==> src/dmac_regs.svh <==
// Register offsets, field positions, reset values and trigger codes for
// the DMA channel address, trigger and count block.
// Assumes an 8-bit register port with byte offsets within the channel.
`ifndef DMAC_REGS_SVH
`define DMAC_REGS_SVH

// Register offsets within the channel.
`define DMAC_OFS_ADDR_CTRL 4'h2
`define DMAC_OFS_TRIG_SEL 4'h3
`define DMAC_OFS_CNT_LOW 4'h4
`define DMAC_OFS_CNT_HIGH 4'h5
`define DMAC_OFS_SRC_LOW 4'h8
`define DMAC_OFS_SRC_HIGH 4'h9
`define DMAC_OFS_DST_LOW 4'hC
`define DMAC_OFS_DST_HIGH 4'hD
// Status register holding the busy bit and the selected request level.
`define DMAC_OFS_STATUS 4'hE

// Field positions in the address control register.
`define DMAC_SRC_RELOAD_HI 7
`define DMAC_SRC_RELOAD_LO 6
`define DMAC_SRC_STEP_HI 5
`define DMAC_SRC_STEP_LO 4
`define DMAC_DST_RELOAD_HI 3
`define DMAC_DST_RELOAD_LO 2
`define DMAC_DST_STEP_HI 1
`define DMAC_DST_STEP_LO 0

// Reset values.
`define DMAC_RST_ADDR_CTRL 8'h00
`define DMAC_RST_TRIG_SEL 8'h00
`define DMAC_RST_COUNT 16'h0001
`define DMAC_RST_ADDR 16'h0000

// Trigger base codes and offsets.
`define DMAC_TRIG_OFF 8'h00
`define DMAC_TRIG_EVENT 8'h01
`define DMAC_TRIG_CIPHER 8'h04
`define DMAC_TRIG_CONV_ONE 8'h10
`define DMAC_TRIG_CONV_TWO 8'h20
`define DMAC_TRIG_TMR_C0 8'h40
`define DMAC_TRIG_TMR_C1 8'h46
`define DMAC_TRIG_SPI_C 8'h4A
`define DMAC_TRIG_UART_C 8'h4B
`define DMAC_TRIG_TMR_E0 8'h80
`define DMAC_TRIG_UART_E 8'h8B

`endif

==> src/dmac_pkg.sv <==
// Types shared by the DMA channel address, trigger and count block.
// Assumes the register header supplies all numeric constants.
package dmac_pkg;

  // Reload point of an address.
  typedef enum logic [1:0] {
    DMAC_RELOAD_NONE,
    DMAC_RELOAD_BLOCK,
    DMAC_RELOAD_BURST,
    DMAC_RELOAD_TRANS
  } dmac_reload_e;

  // Step mode of an address.
  typedef enum logic [1:0] {
    DMAC_STEP_FIXED,
    DMAC_STEP_INC,
    DMAC_STEP_DEC,
    DMAC_STEP_RSVD
  } dmac_step_e;

  // Register offset type.
  typedef logic [3:0] dmac_addr_t;

endpackage

==> src/dmac_channel.sv <==
// Address stepping and reload, trigger select and block count of one
// DMA channel. Assumes the channel sequencer gives one-cycle pulses for
// transaction start, byte read, byte written, burst, block and
// transaction ends, and that requests come from other clock domains.
//
// Design decisions made here: the address-and-strobe port and the register addresses.
`timescale 1ns/1ps
`include "dmac_regs.svh"

module dmac_channel #(
  parameter bit HAS_CONV_TWO = 1'b1,
  parameter bit HAS_TMR_C1 = 1'b1,
  parameter bit HAS_TMR_E0 = 1'b1,
  parameter bit HAS_UART_E = 1'b1
) (
  input wire logic clock,
  input wire logic rst,
  input wire dmac_pkg::dmac_addr_t reg_addr,
  input wire logic [7:0] reg_wdata,
  input wire logic reg_write,
  input wire logic reg_read,
  output logic [7:0] reg_rdata,
  input wire logic trans_start,
  input wire logic channel_disable,
  input wire logic trans_complete,
  input wire logic error_set,
  input wire logic byte_read,
  input wire logic byte_written,
  input wire logic burst_end,
  input wire logic block_end,
  input wire logic trans_end,
  input wire logic [2:0] event_req,
  input wire logic cipher_req,
  input wire logic conv_one_req,
  input wire logic conv_two_req,
  input wire logic [5:0] timer_c0_req,
  input wire logic [3:0] timer_c1_req,
  input wire logic [5:0] timer_e0_req,
  input wire logic spi_c_req,
  input wire logic [1:0] uart_c_req,
  input wire logic [1:0] uart_e_req,
  output logic hw_trigger,
  output logic channel_busy_flag,
  output logic [15:0] source_address,
  output logic [15:0] dest_address,
  output logic [15:0] block_byte_count,
  output logic block_count_zero
);
  import dmac_pkg::*;

  // Request bus width: all peripheral request lines gathered together.
  localparam int REQ_W = 27;
  // Reset image of the address control register, sliced into its fields.
  localparam logic [7:0] CTRL_RST = `DMAC_RST_ADDR_CTRL;

  // Synchroniser stages for the asynchronous request lines.
  logic [REQ_W-1:0] req_meta_reg;
  logic [REQ_W-1:0] req_sync_reg;
  // Address control fields.
  dmac_reload_e source_reload_sel;
  dmac_step_e source_step_mode;
  dmac_reload_e dest_reload_sel;
  dmac_step_e dest_step_mode;
  // Trigger select register.
  logic [7:0] trigger_select;
  // Last value software wrote to the block count.
  logic [15:0] count_written_reg;
  // Initial addresses for reloading.
  logic [15:0] src_init_reg;
  logic [15:0] dst_init_reg;
  // Combinational selected request level.
  logic trig_next;

  // Raw request vector in a fixed layout.
  logic [REQ_W-1:0] req_raw;
  assign req_raw = {uart_e_req, uart_c_req, spi_c_req, timer_e0_req,
                    timer_c1_req, timer_c0_req, conv_two_req,
                    conv_one_req, cipher_req, event_req};

  // Steps an address by one in the given mode, wrapping at 16 bits.
  function automatic logic [15:0] step_addr(input logic [15:0] a,
                                            input dmac_step_e m);
    logic [15:0] r;
    r = a;
    unique case (m)
      DMAC_STEP_INC: r = a + 16'h0001;
      DMAC_STEP_DEC: r = a - 16'h0001;
      DMAC_STEP_FIXED: r = a;
      DMAC_STEP_RSVD: r = a;
    endcase
    return r;
  endfunction

  // True when the reload point of a field matches an end event.
  function automatic logic reload_hit(input dmac_reload_e s,
                                      input logic bu, input logic bl,
                                      input logic tr);
    logic h;
    h = 1'b0;
    unique case (s)
      DMAC_RELOAD_NONE: h = 1'b0;
      DMAC_RELOAD_BLOCK: h = bl;
      DMAC_RELOAD_BURST: h = bu;
      DMAC_RELOAD_TRANS: h = tr;
    endcase
    return h;
  endfunction

  // Two-stage synchroniser for every request line.
  always_ff @(posedge clock or posedge rst) begin
    if (rst) begin
      req_meta_reg <= '0;
      req_sync_reg <= '0;
    end else begin
      req_meta_reg <= req_raw;
      req_sync_reg <= req_meta_reg;
    end
  end

  // Decodes trigger select as base plus offset into one request level.
  always_comb begin
    trig_next = 1'b0;
    // Code zero selects no request: software triggers only.
    if (trigger_select >= `DMAC_TRIG_EVENT &&
        trigger_select <= `DMAC_TRIG_EVENT + 8'h02) begin
      // Event channels at base plus zero to two.
      trig_next = req_sync_reg[2'(trigger_select - `DMAC_TRIG_EVENT)];
    end else if (trigger_select == `DMAC_TRIG_CIPHER) begin
      trig_next = req_sync_reg[3];
    end else if (trigger_select == `DMAC_TRIG_CONV_ONE) begin
      trig_next = req_sync_reg[4];
    end else if (trigger_select == `DMAC_TRIG_CONV_TWO) begin
      trig_next = HAS_CONV_TWO & req_sync_reg[5];
    end else if (trigger_select >= `DMAC_TRIG_TMR_C0 &&
                 trigger_select <= `DMAC_TRIG_TMR_C0 + 8'h05) begin
      // Type-0 timer has all six offsets.
      trig_next = req_sync_reg[6 + 3'(trigger_select - `DMAC_TRIG_TMR_C0)];
    end else if (trigger_select >= `DMAC_TRIG_TMR_C1 &&
                 trigger_select <= `DMAC_TRIG_TMR_C1 + 8'h03) begin
      // Type-1 timer stops at compare B.
      trig_next = HAS_TMR_C1 &
        req_sync_reg[12 + 2'(trigger_select - `DMAC_TRIG_TMR_C1)];
    end else if (trigger_select == `DMAC_TRIG_SPI_C) begin
      trig_next = req_sync_reg[22];
    end else if (trigger_select >= `DMAC_TRIG_TMR_E0 &&
                 trigger_select <= `DMAC_TRIG_TMR_E0 + 8'h05) begin
      trig_next = HAS_TMR_E0 &
        req_sync_reg[16 + 3'(trigger_select - `DMAC_TRIG_TMR_E0)];
    end else if (trigger_select >= `DMAC_TRIG_UART_C &&
                 trigger_select <= `DMAC_TRIG_UART_C + 8'h01) begin
      trig_next = req_sync_reg[23 + 1'(trigger_select - `DMAC_TRIG_UART_C)];
    end else if (trigger_select >= `DMAC_TRIG_UART_E &&
                 trigger_select <= `DMAC_TRIG_UART_E + 8'h01) begin
      trig_next = HAS_UART_E &
        req_sync_reg[25 + 1'(trigger_select - `DMAC_TRIG_UART_E)];
    end
    // Any other code is an absent module and stays low.
  end

  // Registers the selected request; the peripheral drops it on access.
  always_ff @(posedge clock or posedge rst) begin
    if (rst) begin
      hw_trigger <= 1'b0;
    end else begin
      hw_trigger <= trig_next;
    end
  end

  // Busy flag: set at transaction start, cleared on disable, done, error.
  always_ff @(posedge clock or posedge rst) begin
    if (rst) begin
      channel_busy_flag <= 1'b0;
    end else if (trans_start) begin
      channel_busy_flag <= 1'b1;
    end else if (channel_disable || trans_complete || error_set) begin
      channel_busy_flag <= 1'b0;
    end
  end

  // Address control fields; all writes ignored while busy.
  always_ff @(posedge clock or posedge rst) begin
    if (rst) begin
      source_reload_sel <= dmac_reload_e'(
        CTRL_RST[`DMAC_SRC_RELOAD_HI:`DMAC_SRC_RELOAD_LO]);
      source_step_mode <= dmac_step_e'(
        CTRL_RST[`DMAC_SRC_STEP_HI:`DMAC_SRC_STEP_LO]);
      dest_reload_sel <= dmac_reload_e'(
        CTRL_RST[`DMAC_DST_RELOAD_HI:`DMAC_DST_RELOAD_LO]);
      dest_step_mode <= dmac_step_e'(
        CTRL_RST[`DMAC_DST_STEP_HI:`DMAC_DST_STEP_LO]);
    end else if (reg_write && reg_addr == `DMAC_OFS_ADDR_CTRL &&
                 !channel_busy_flag) begin
      // Source reload write dropped when busy.
      source_reload_sel <= dmac_reload_e'(
        reg_wdata[`DMAC_SRC_RELOAD_HI:`DMAC_SRC_RELOAD_LO]);
      // Other fields frozen when busy.
      source_step_mode <= dmac_step_e'(
        reg_wdata[`DMAC_SRC_STEP_HI:`DMAC_SRC_STEP_LO]);
      dest_reload_sel <= dmac_reload_e'(
        reg_wdata[`DMAC_DST_RELOAD_HI:`DMAC_DST_RELOAD_LO]);
      dest_step_mode <= dmac_step_e'(
        reg_wdata[`DMAC_DST_STEP_HI:`DMAC_DST_STEP_LO]);
    end
  end

  // Trigger select register.
  always_ff @(posedge clock or posedge rst) begin
    if (rst) begin
      trigger_select <= `DMAC_RST_TRIG_SEL;
    end else if (reg_write && reg_addr == `DMAC_OFS_TRIG_SEL) begin
      trigger_select <= reg_wdata;
    end
  end

  // Captures initial addresses when a transaction starts.
  always_ff @(posedge clock or posedge rst) begin
    if (rst) begin
      src_init_reg <= `DMAC_RST_ADDR;
      dst_init_reg <= `DMAC_RST_ADDR;
    end else if (trans_start) begin
      src_init_reg <= source_address;
      dst_init_reg <= dest_address;
    end
  end

  // Source address: software write, reload, or step after a byte read.
  always_ff @(posedge clock or posedge rst) begin
    if (rst) begin
      source_address <= `DMAC_RST_ADDR;
    end else if (reg_write && reg_addr == `DMAC_OFS_SRC_LOW) begin
      source_address[7:0] <= reg_wdata;
    end else if (reg_write && reg_addr == `DMAC_OFS_SRC_HIGH) begin
      source_address[15:8] <= reg_wdata;
    end else if (reload_hit(source_reload_sel, burst_end, block_end,
                            trans_end)) begin
      source_address <= src_init_reg;
    end else if (byte_read) begin
      source_address <= step_addr(source_address, source_step_mode);
    end
  end

  // Destination address: write, reload, or step after a byte written.
  always_ff @(posedge clock or posedge rst) begin
    if (rst) begin
      dest_address <= `DMAC_RST_ADDR;
    end else if (reg_write && reg_addr == `DMAC_OFS_DST_LOW) begin
      dest_address[7:0] <= reg_wdata;
    end else if (reg_write && reg_addr == `DMAC_OFS_DST_HIGH) begin
      dest_address[15:8] <= reg_wdata;
    end else if (reload_hit(dest_reload_sel, burst_end, block_end,
                            trans_end)) begin
      dest_address <= dst_init_reg;
    end else if (byte_written) begin
      dest_address <= step_addr(dest_address, dest_step_mode);
    end
  end

  // Last written block count, kept for reloading.
  always_ff @(posedge clock or posedge rst) begin
    if (rst) begin
      count_written_reg <= `DMAC_RST_COUNT;
    end else if (reg_write && reg_addr == `DMAC_OFS_CNT_LOW) begin
      count_written_reg[7:0] <= reg_wdata;
    end else if (reg_write && reg_addr == `DMAC_OFS_CNT_HIGH) begin
      count_written_reg[15:8] <= reg_wdata;
    end
  end

  // Working block count: decrements per source byte, reloads at zero.
  always_ff @(posedge clock or posedge rst) begin
    if (rst) begin
      block_byte_count <= `DMAC_RST_COUNT;
      block_count_zero <= 1'b0;
    end else if (reg_write && reg_addr == `DMAC_OFS_CNT_LOW) begin
      block_byte_count[7:0] <= reg_wdata;
      block_count_zero <= 1'b0;
    end else if (reg_write && reg_addr == `DMAC_OFS_CNT_HIGH) begin
      block_byte_count[15:8] <= reg_wdata;
      block_count_zero <= 1'b0;
    end else if (byte_read) begin
      if (block_byte_count == 16'h0001) begin
        // Reaching zero reloads the written value.
        block_byte_count <= count_written_reg;
        block_count_zero <= 1'b1;
      end else begin
        // Zero wraps to 0xFFFF, giving the long block.
        block_byte_count <= block_byte_count - 16'h0001;
        block_count_zero <= 1'b0;
      end
    end else begin
      block_count_zero <= 1'b0;
    end
  end

  // Read data, valid the cycle after the read strobe; unmapped reads zero.
  always_ff @(posedge clock or posedge rst) begin
    if (rst) begin
      reg_rdata <= 8'h00;
    end else if (reg_read) begin
      unique case (reg_addr)
        `DMAC_OFS_ADDR_CTRL: reg_rdata <= {source_reload_sel,
          source_step_mode, dest_reload_sel, dest_step_mode};
        `DMAC_OFS_TRIG_SEL: reg_rdata <= trigger_select;
        `DMAC_OFS_CNT_LOW: reg_rdata <= block_byte_count[7:0];
        `DMAC_OFS_CNT_HIGH: reg_rdata <= block_byte_count[15:8];
        `DMAC_OFS_SRC_LOW: reg_rdata <= source_address[7:0];
        `DMAC_OFS_SRC_HIGH: reg_rdata <= source_address[15:8];
        `DMAC_OFS_DST_LOW: reg_rdata <= dest_address[7:0];
        `DMAC_OFS_DST_HIGH: reg_rdata <= dest_address[15:8];
        `DMAC_OFS_STATUS: reg_rdata <= {6'h00, hw_trigger,
                                        channel_busy_flag};
        default: reg_rdata <= 8'h00;
      endcase
    end else begin
      reg_rdata <= 8'h00;
    end
  end
endmodule

==> config.mk <==
export PLATFORM = sky130hd
export DESIGN_NAME = dmac_channel
export DESIGN_NICKNAME = d
export VERILOG_FILES = /design/src/dmac_pkg.sv /design/src/dmac_channel.sv
export VERILOG_INCLUDE_DIRS = /design/src /design/src/src
export SDC_FILE = /design/constraint.sdc
export NUM_CORES = 1
export LEC_CHECK = 0
export BUFFER_PORTS_ARGS = -buffer_cell sky130_fd_sc_hd__clkbuf_2
export CORE_ASPECT_RATIO = 2
export CORE_UTILIZATION = 45
export CTS_CLUSTER_DIAMETER = 50
export DETAILED_ROUTE_END_ITERATION = 16
export PLACE_DENSITY_LB_ADDON = 0.2
export SLEW_MARGIN = 20
export SYNTH_ARGS = -nofsm -noshare
export SYNTH_HDL_FRONTEND = slang
export SYNTH_SLANG_ARGS = --single-unit
==> constraint.sdc <==
create_clock -name clock -period 8.8 [get_ports clock]
set_input_delay 1.76 -clock clock [delete_from_list [all_inputs] [get_ports clock]]
set_output_delay 1.76 -clock clock [all_outputs]
set_load 0.03 [all_outputs]
==> results by group <==
Global route
  – Pin count of the biggest net entering global routing: 101
  – Global-route wire length before repair: around 45 mm
  – GRT Total Usage: 0.2701
  – Initial antenna violation count: 0
  – Overflow left after global routing: 0
  – Via count of the first global-routing pass: 8,263

Logic synthesis
  – Cell count after synthesis: 1,011
  – Share of async-settable or async-resettable flops after synthesis: 1.000
  – Area of the mapped netlist: slightly below 10,000 um2
  – Mapped Avg Cell Area: 9.716 um2
  – Syn_nets: 1,103
  – Yosys warning count: 0
  – Count of unique library cells instantiated by Yosys: 73
  – Top flip-flop cell by instance count after synthesis: dfrtp_1
  – Number of enable-type register cells in the synthesized netlist: 0
  – Fraction of the yosys area taken by sequential cells: 0.4512
  – Flop and latch count out of synthesis: 177

Place
  – Worst slack, placed: 4.392 ns
  – Post-DP HPWL: 20.72 mm
  – Instance area at placement: 10,520 um2
  – Final GP Congestion: 0.9393
  – Port Buf Inserts: between 100 and 150
  – Cell total after placement: between 1k and 1.5k

Power
  – Total Power: roughly 3.4 mW
  – Power density over the cells: 310.2 nW/um2
  – P_leak: 5.003 nW
  – VDD IR-drop max: 202.4 uV

Timing
  – Post-layout minimum cycle time: 3.995 ns
  – Setup repair after global routing missed its margin: false
  – Min Hold Slack: 0.3409 ns
  – Transition time at the pin with the least slew margin: 1.048 ns
  – Number of pins with negative max-slew slack in the final report: 0
  – Max Clock Skew: ~0.0086 ns
  – Number of hold violations in the final report: 0
  – Setup WS post-layout: 4.805 ns
  – Final worst path period share: 0.4540
  – Number of setup violations in the final report: 0
  – Relative slew slack: 0.2987
  – Achievable Freq: around 250 MHz
  – Final total negative setup slack: 0 ns

Drt
  – Count of antenna-violating nets left after detailed routing: 0
  – Average vias per placed instance: ~5.9
  – DRC: 0
  – Detailed-route wire length per cell: 20.84 um
  – First drt pass iteration count: 5
  – Iter 0 DRT Violations: 527
  – Number of vias in the routed layout: 8,145
  – Drt total wl: 28.57 mm

Run status
  – Outcome: finished, final reports clean

Floorplan
  – Die height: around 210 um
  – Effective utilization at floorplan: 0.4571
  – Io pins: 111
  – Die X-Extent: 106.5 um
  – Die area: roughly 22,000 um2
  – # rows: 76
  – Placeable core region: 21,490 um2

Clock tree
  – Clock latency at the later pin of the worst-skew pair: 0.46 ns
  – Clk pin slew, worst setup/hold paths: 0.07 ns
  – Clock tree from TritonCTS: done
  – H-Tree Level Count: 4
  – CTS Root Cell: clkbuf_16
  – Number of post-CTS setup repair buffers: 0
  – TritonCTS buffer count: 17
  – Buffer depth of the longest clock path: 2
  – Resize count post-CTS: 0
  – Total clock sinks: 177
  – CTS hold repair buffers: 0

Setup path
  – Cells on worst reg2reg path: 10
  – Type of the setup path with the least slack: input pin to register
  – Arrival time at the worst endpoint: 4.30 ns
  – Critical Path End Type: register
  – Element type at the critical path start: input pin
  – Worst flop-to-flop path startpoint: dest_step_mode[0]$_DFFE_PP0P_
  – Maximum fanout along the worst path: 20
  – Reg2reg end: dest_address[11]$_DFFE_PP0P_
  – Reg2reg setup slack: 5.37 ns
  – Worst Path Required: 9.10 ns

Layout
  – Area of the multi-input gates: 5074 um2
  – Total Nets Final: 1,179
  – Fraction of final layout cells sized beyond drive strength 1: 0.1976
  – Cell area after layout: 11,070 um2
  – Fin util: 0.5149
  – Area taken by flip-flops and latches: 4432 um2
  – Count of antenna diodes in the layout: 0
  – Filler cell count: 2,069
  – Area Growth Syn to Fin: 12.65%
  – Final instance count without filler cells: 1,371

Hold path
  – Hold/Removal Path Class: register to register
  – Worst hold start: req_meta_reg[12]$_DFF_PP0_
  – Cells on Worst Hold Path: 0
  – Hold Path Sink: req_sync_reg[12]$_DFF_PP0_

Flow run
  – Number of max-cap violations: 0
[cell usage after synthesis, types with 5 or more instances]
cell type | n | area (um2)
or2_2 | 5 | 31.28
inv_1 | 24 | 90.09
nor2b_1 | 11 | 68.82
a32oi_1 | 5 | 43.79
nand3_1 | 25 | 125.1
mux2_2 | 53 | 596.8
nand2_1 | 135 | 506.7
a21o_1 | 12 | 90.09
nand2b_1 | 8 | 50.05
o21ai_0 | 66 | 330.3
o21a_1 | 10 | 75.07
mux4_1 | 8 | 210.2
dfrtp_1 | 175 | 4379
a311oi_1 | 5 | 43.79
nor3_1 | 19 | 95.09
mux2i_1 | 18 | 180.2
a21oi_1 | 64 | 320.3
ha_1 | 38 | 475.5
xnor2_1 | 7 | 61.31
a22oi_1 | 9 | 67.56
xor2_1 | 11 | 96.34
a31oi_1 | 14 | 87.58
nand4_1 | 7 | 43.79
o22ai_1 | 12 | 75.07
nor2_1 | 84 | 315.3
and3_1 | 10 | 62.56
o31ai_1 | 5 | 37.54
a211oi_1 | 14 | 105.1
o211ai_1 | 16 | 120.1
clkbuf_1 | 42 | 157.7
buf_2 | 10 | 50.05
a221oi_1 | 6 | 52.55
[worst max-delay path by stage]
stage                                                  end  slack, ns         from
after CTS                   source_address[13]$_DFFE_PP0P_       4.85  reg_addr[0]
after global routing        source_address[13]$_DFFE_PP0P_       4.58  reg_addr[0]
after global placement     block_byte_count[7]$_DFFE_PP0P_       4.45  reg_addr[0]
after detailed placement   block_byte_count[7]$_DFFE_PP0P_       4.39  reg_addr[0]
final                       source_address[13]$_DFFE_PP0P_       4.81  reg_addr[0]
after floorplan           block_byte_count[10]$_DFFE_PP0P_       2.24          rst
[per-layer routing]
layer,global-route usage,part of all wire
met1,0.2960,0.38
met2,0.4872,0.53
met3,0.04443,0.037
met4,0.1526,0.047
met5,0,0
[worst max-delay path, stage by stage]
cell and delay [ns]:
clkbuf_2 0.38, nor2b_1 0.62, and3_1 0.47, nor2_2 0.16
a21boi_2 0.56, o211ai_1 0.16, o21ai_0 0.12, a31oi_1 0.05
[logic make-up after synthesis]
kind of cell | synth area share
buffers and inverters | 0.03375
AND/OR/NAND/NOR | 0.1555
multiplexers | 0.1051
flip-flops | 0.4512
adder cells (fa/ha/maj) | 0.05248
XOR/XNOR | 0.01605
AO/OA/AOI/OAI | 0.1860
[layout make-up]
class / instances / share of cell area
multi-input cells: 753 / 0.4585
flip-flops and latches: 177 / 0.4005
repair buffers: 114 / 0.05247
clock buffers: 19 / 0.03912
well taps: 273 / 0.03087
clock inverters: 11 / 0.009950
inverters: 24 / 0.008593
[cell usage in the layout, fill, tap and decap left out, types with 5 or more instances in the layout]
master / synthesis / routed
ha_1: 38 / 38
mux2_2: 53 / 53
nor2_1: 84 / 84
a22oi_1: 9 / 9
mux2i_1: 18 / 16
or2_2: 5 / 5
nand3_1: 25 / 25
a311oi_1: 5 / 5
xor2_1: 11 / 11
a221oi_1: 6 / 6
o21ai_0: 66 / 66
o31ai_1: 5 / 5
mux4_1: 8 / 8
nor3_1: 19 / 19
a31oi_1: 14 / 14
o22ai_1: 12 / 12
clkbuf_2: 0 / 110
nand2b_1: 8 / 8
nand2_1: 135 / 135
inv_1: 24 / 23
xnor2_1: 7 / 7
nand4_1: 7 / 7
a21oi_1: 64 / 64
clkbuf_16: 0 / 17
a21o_1: 12 / 12
nor2b_1: 11 / 11
a32oi_1: 5 / 5
and3_1: 10 / 10
dfrtp_1: 175 / 175
o21a_1: 10 / 10
a211oi_1: 14 / 14
o211ai_1: 16 / 16
[power breakdown]
group	switching (mW)	total (mW)	internal (mW)
combinational	0.831	1.38	0.554
clock	0.331	0.720	0.389
sequential	0.304	1.33	1.02
Note: power is estimated with default switching activity, not from simulation.
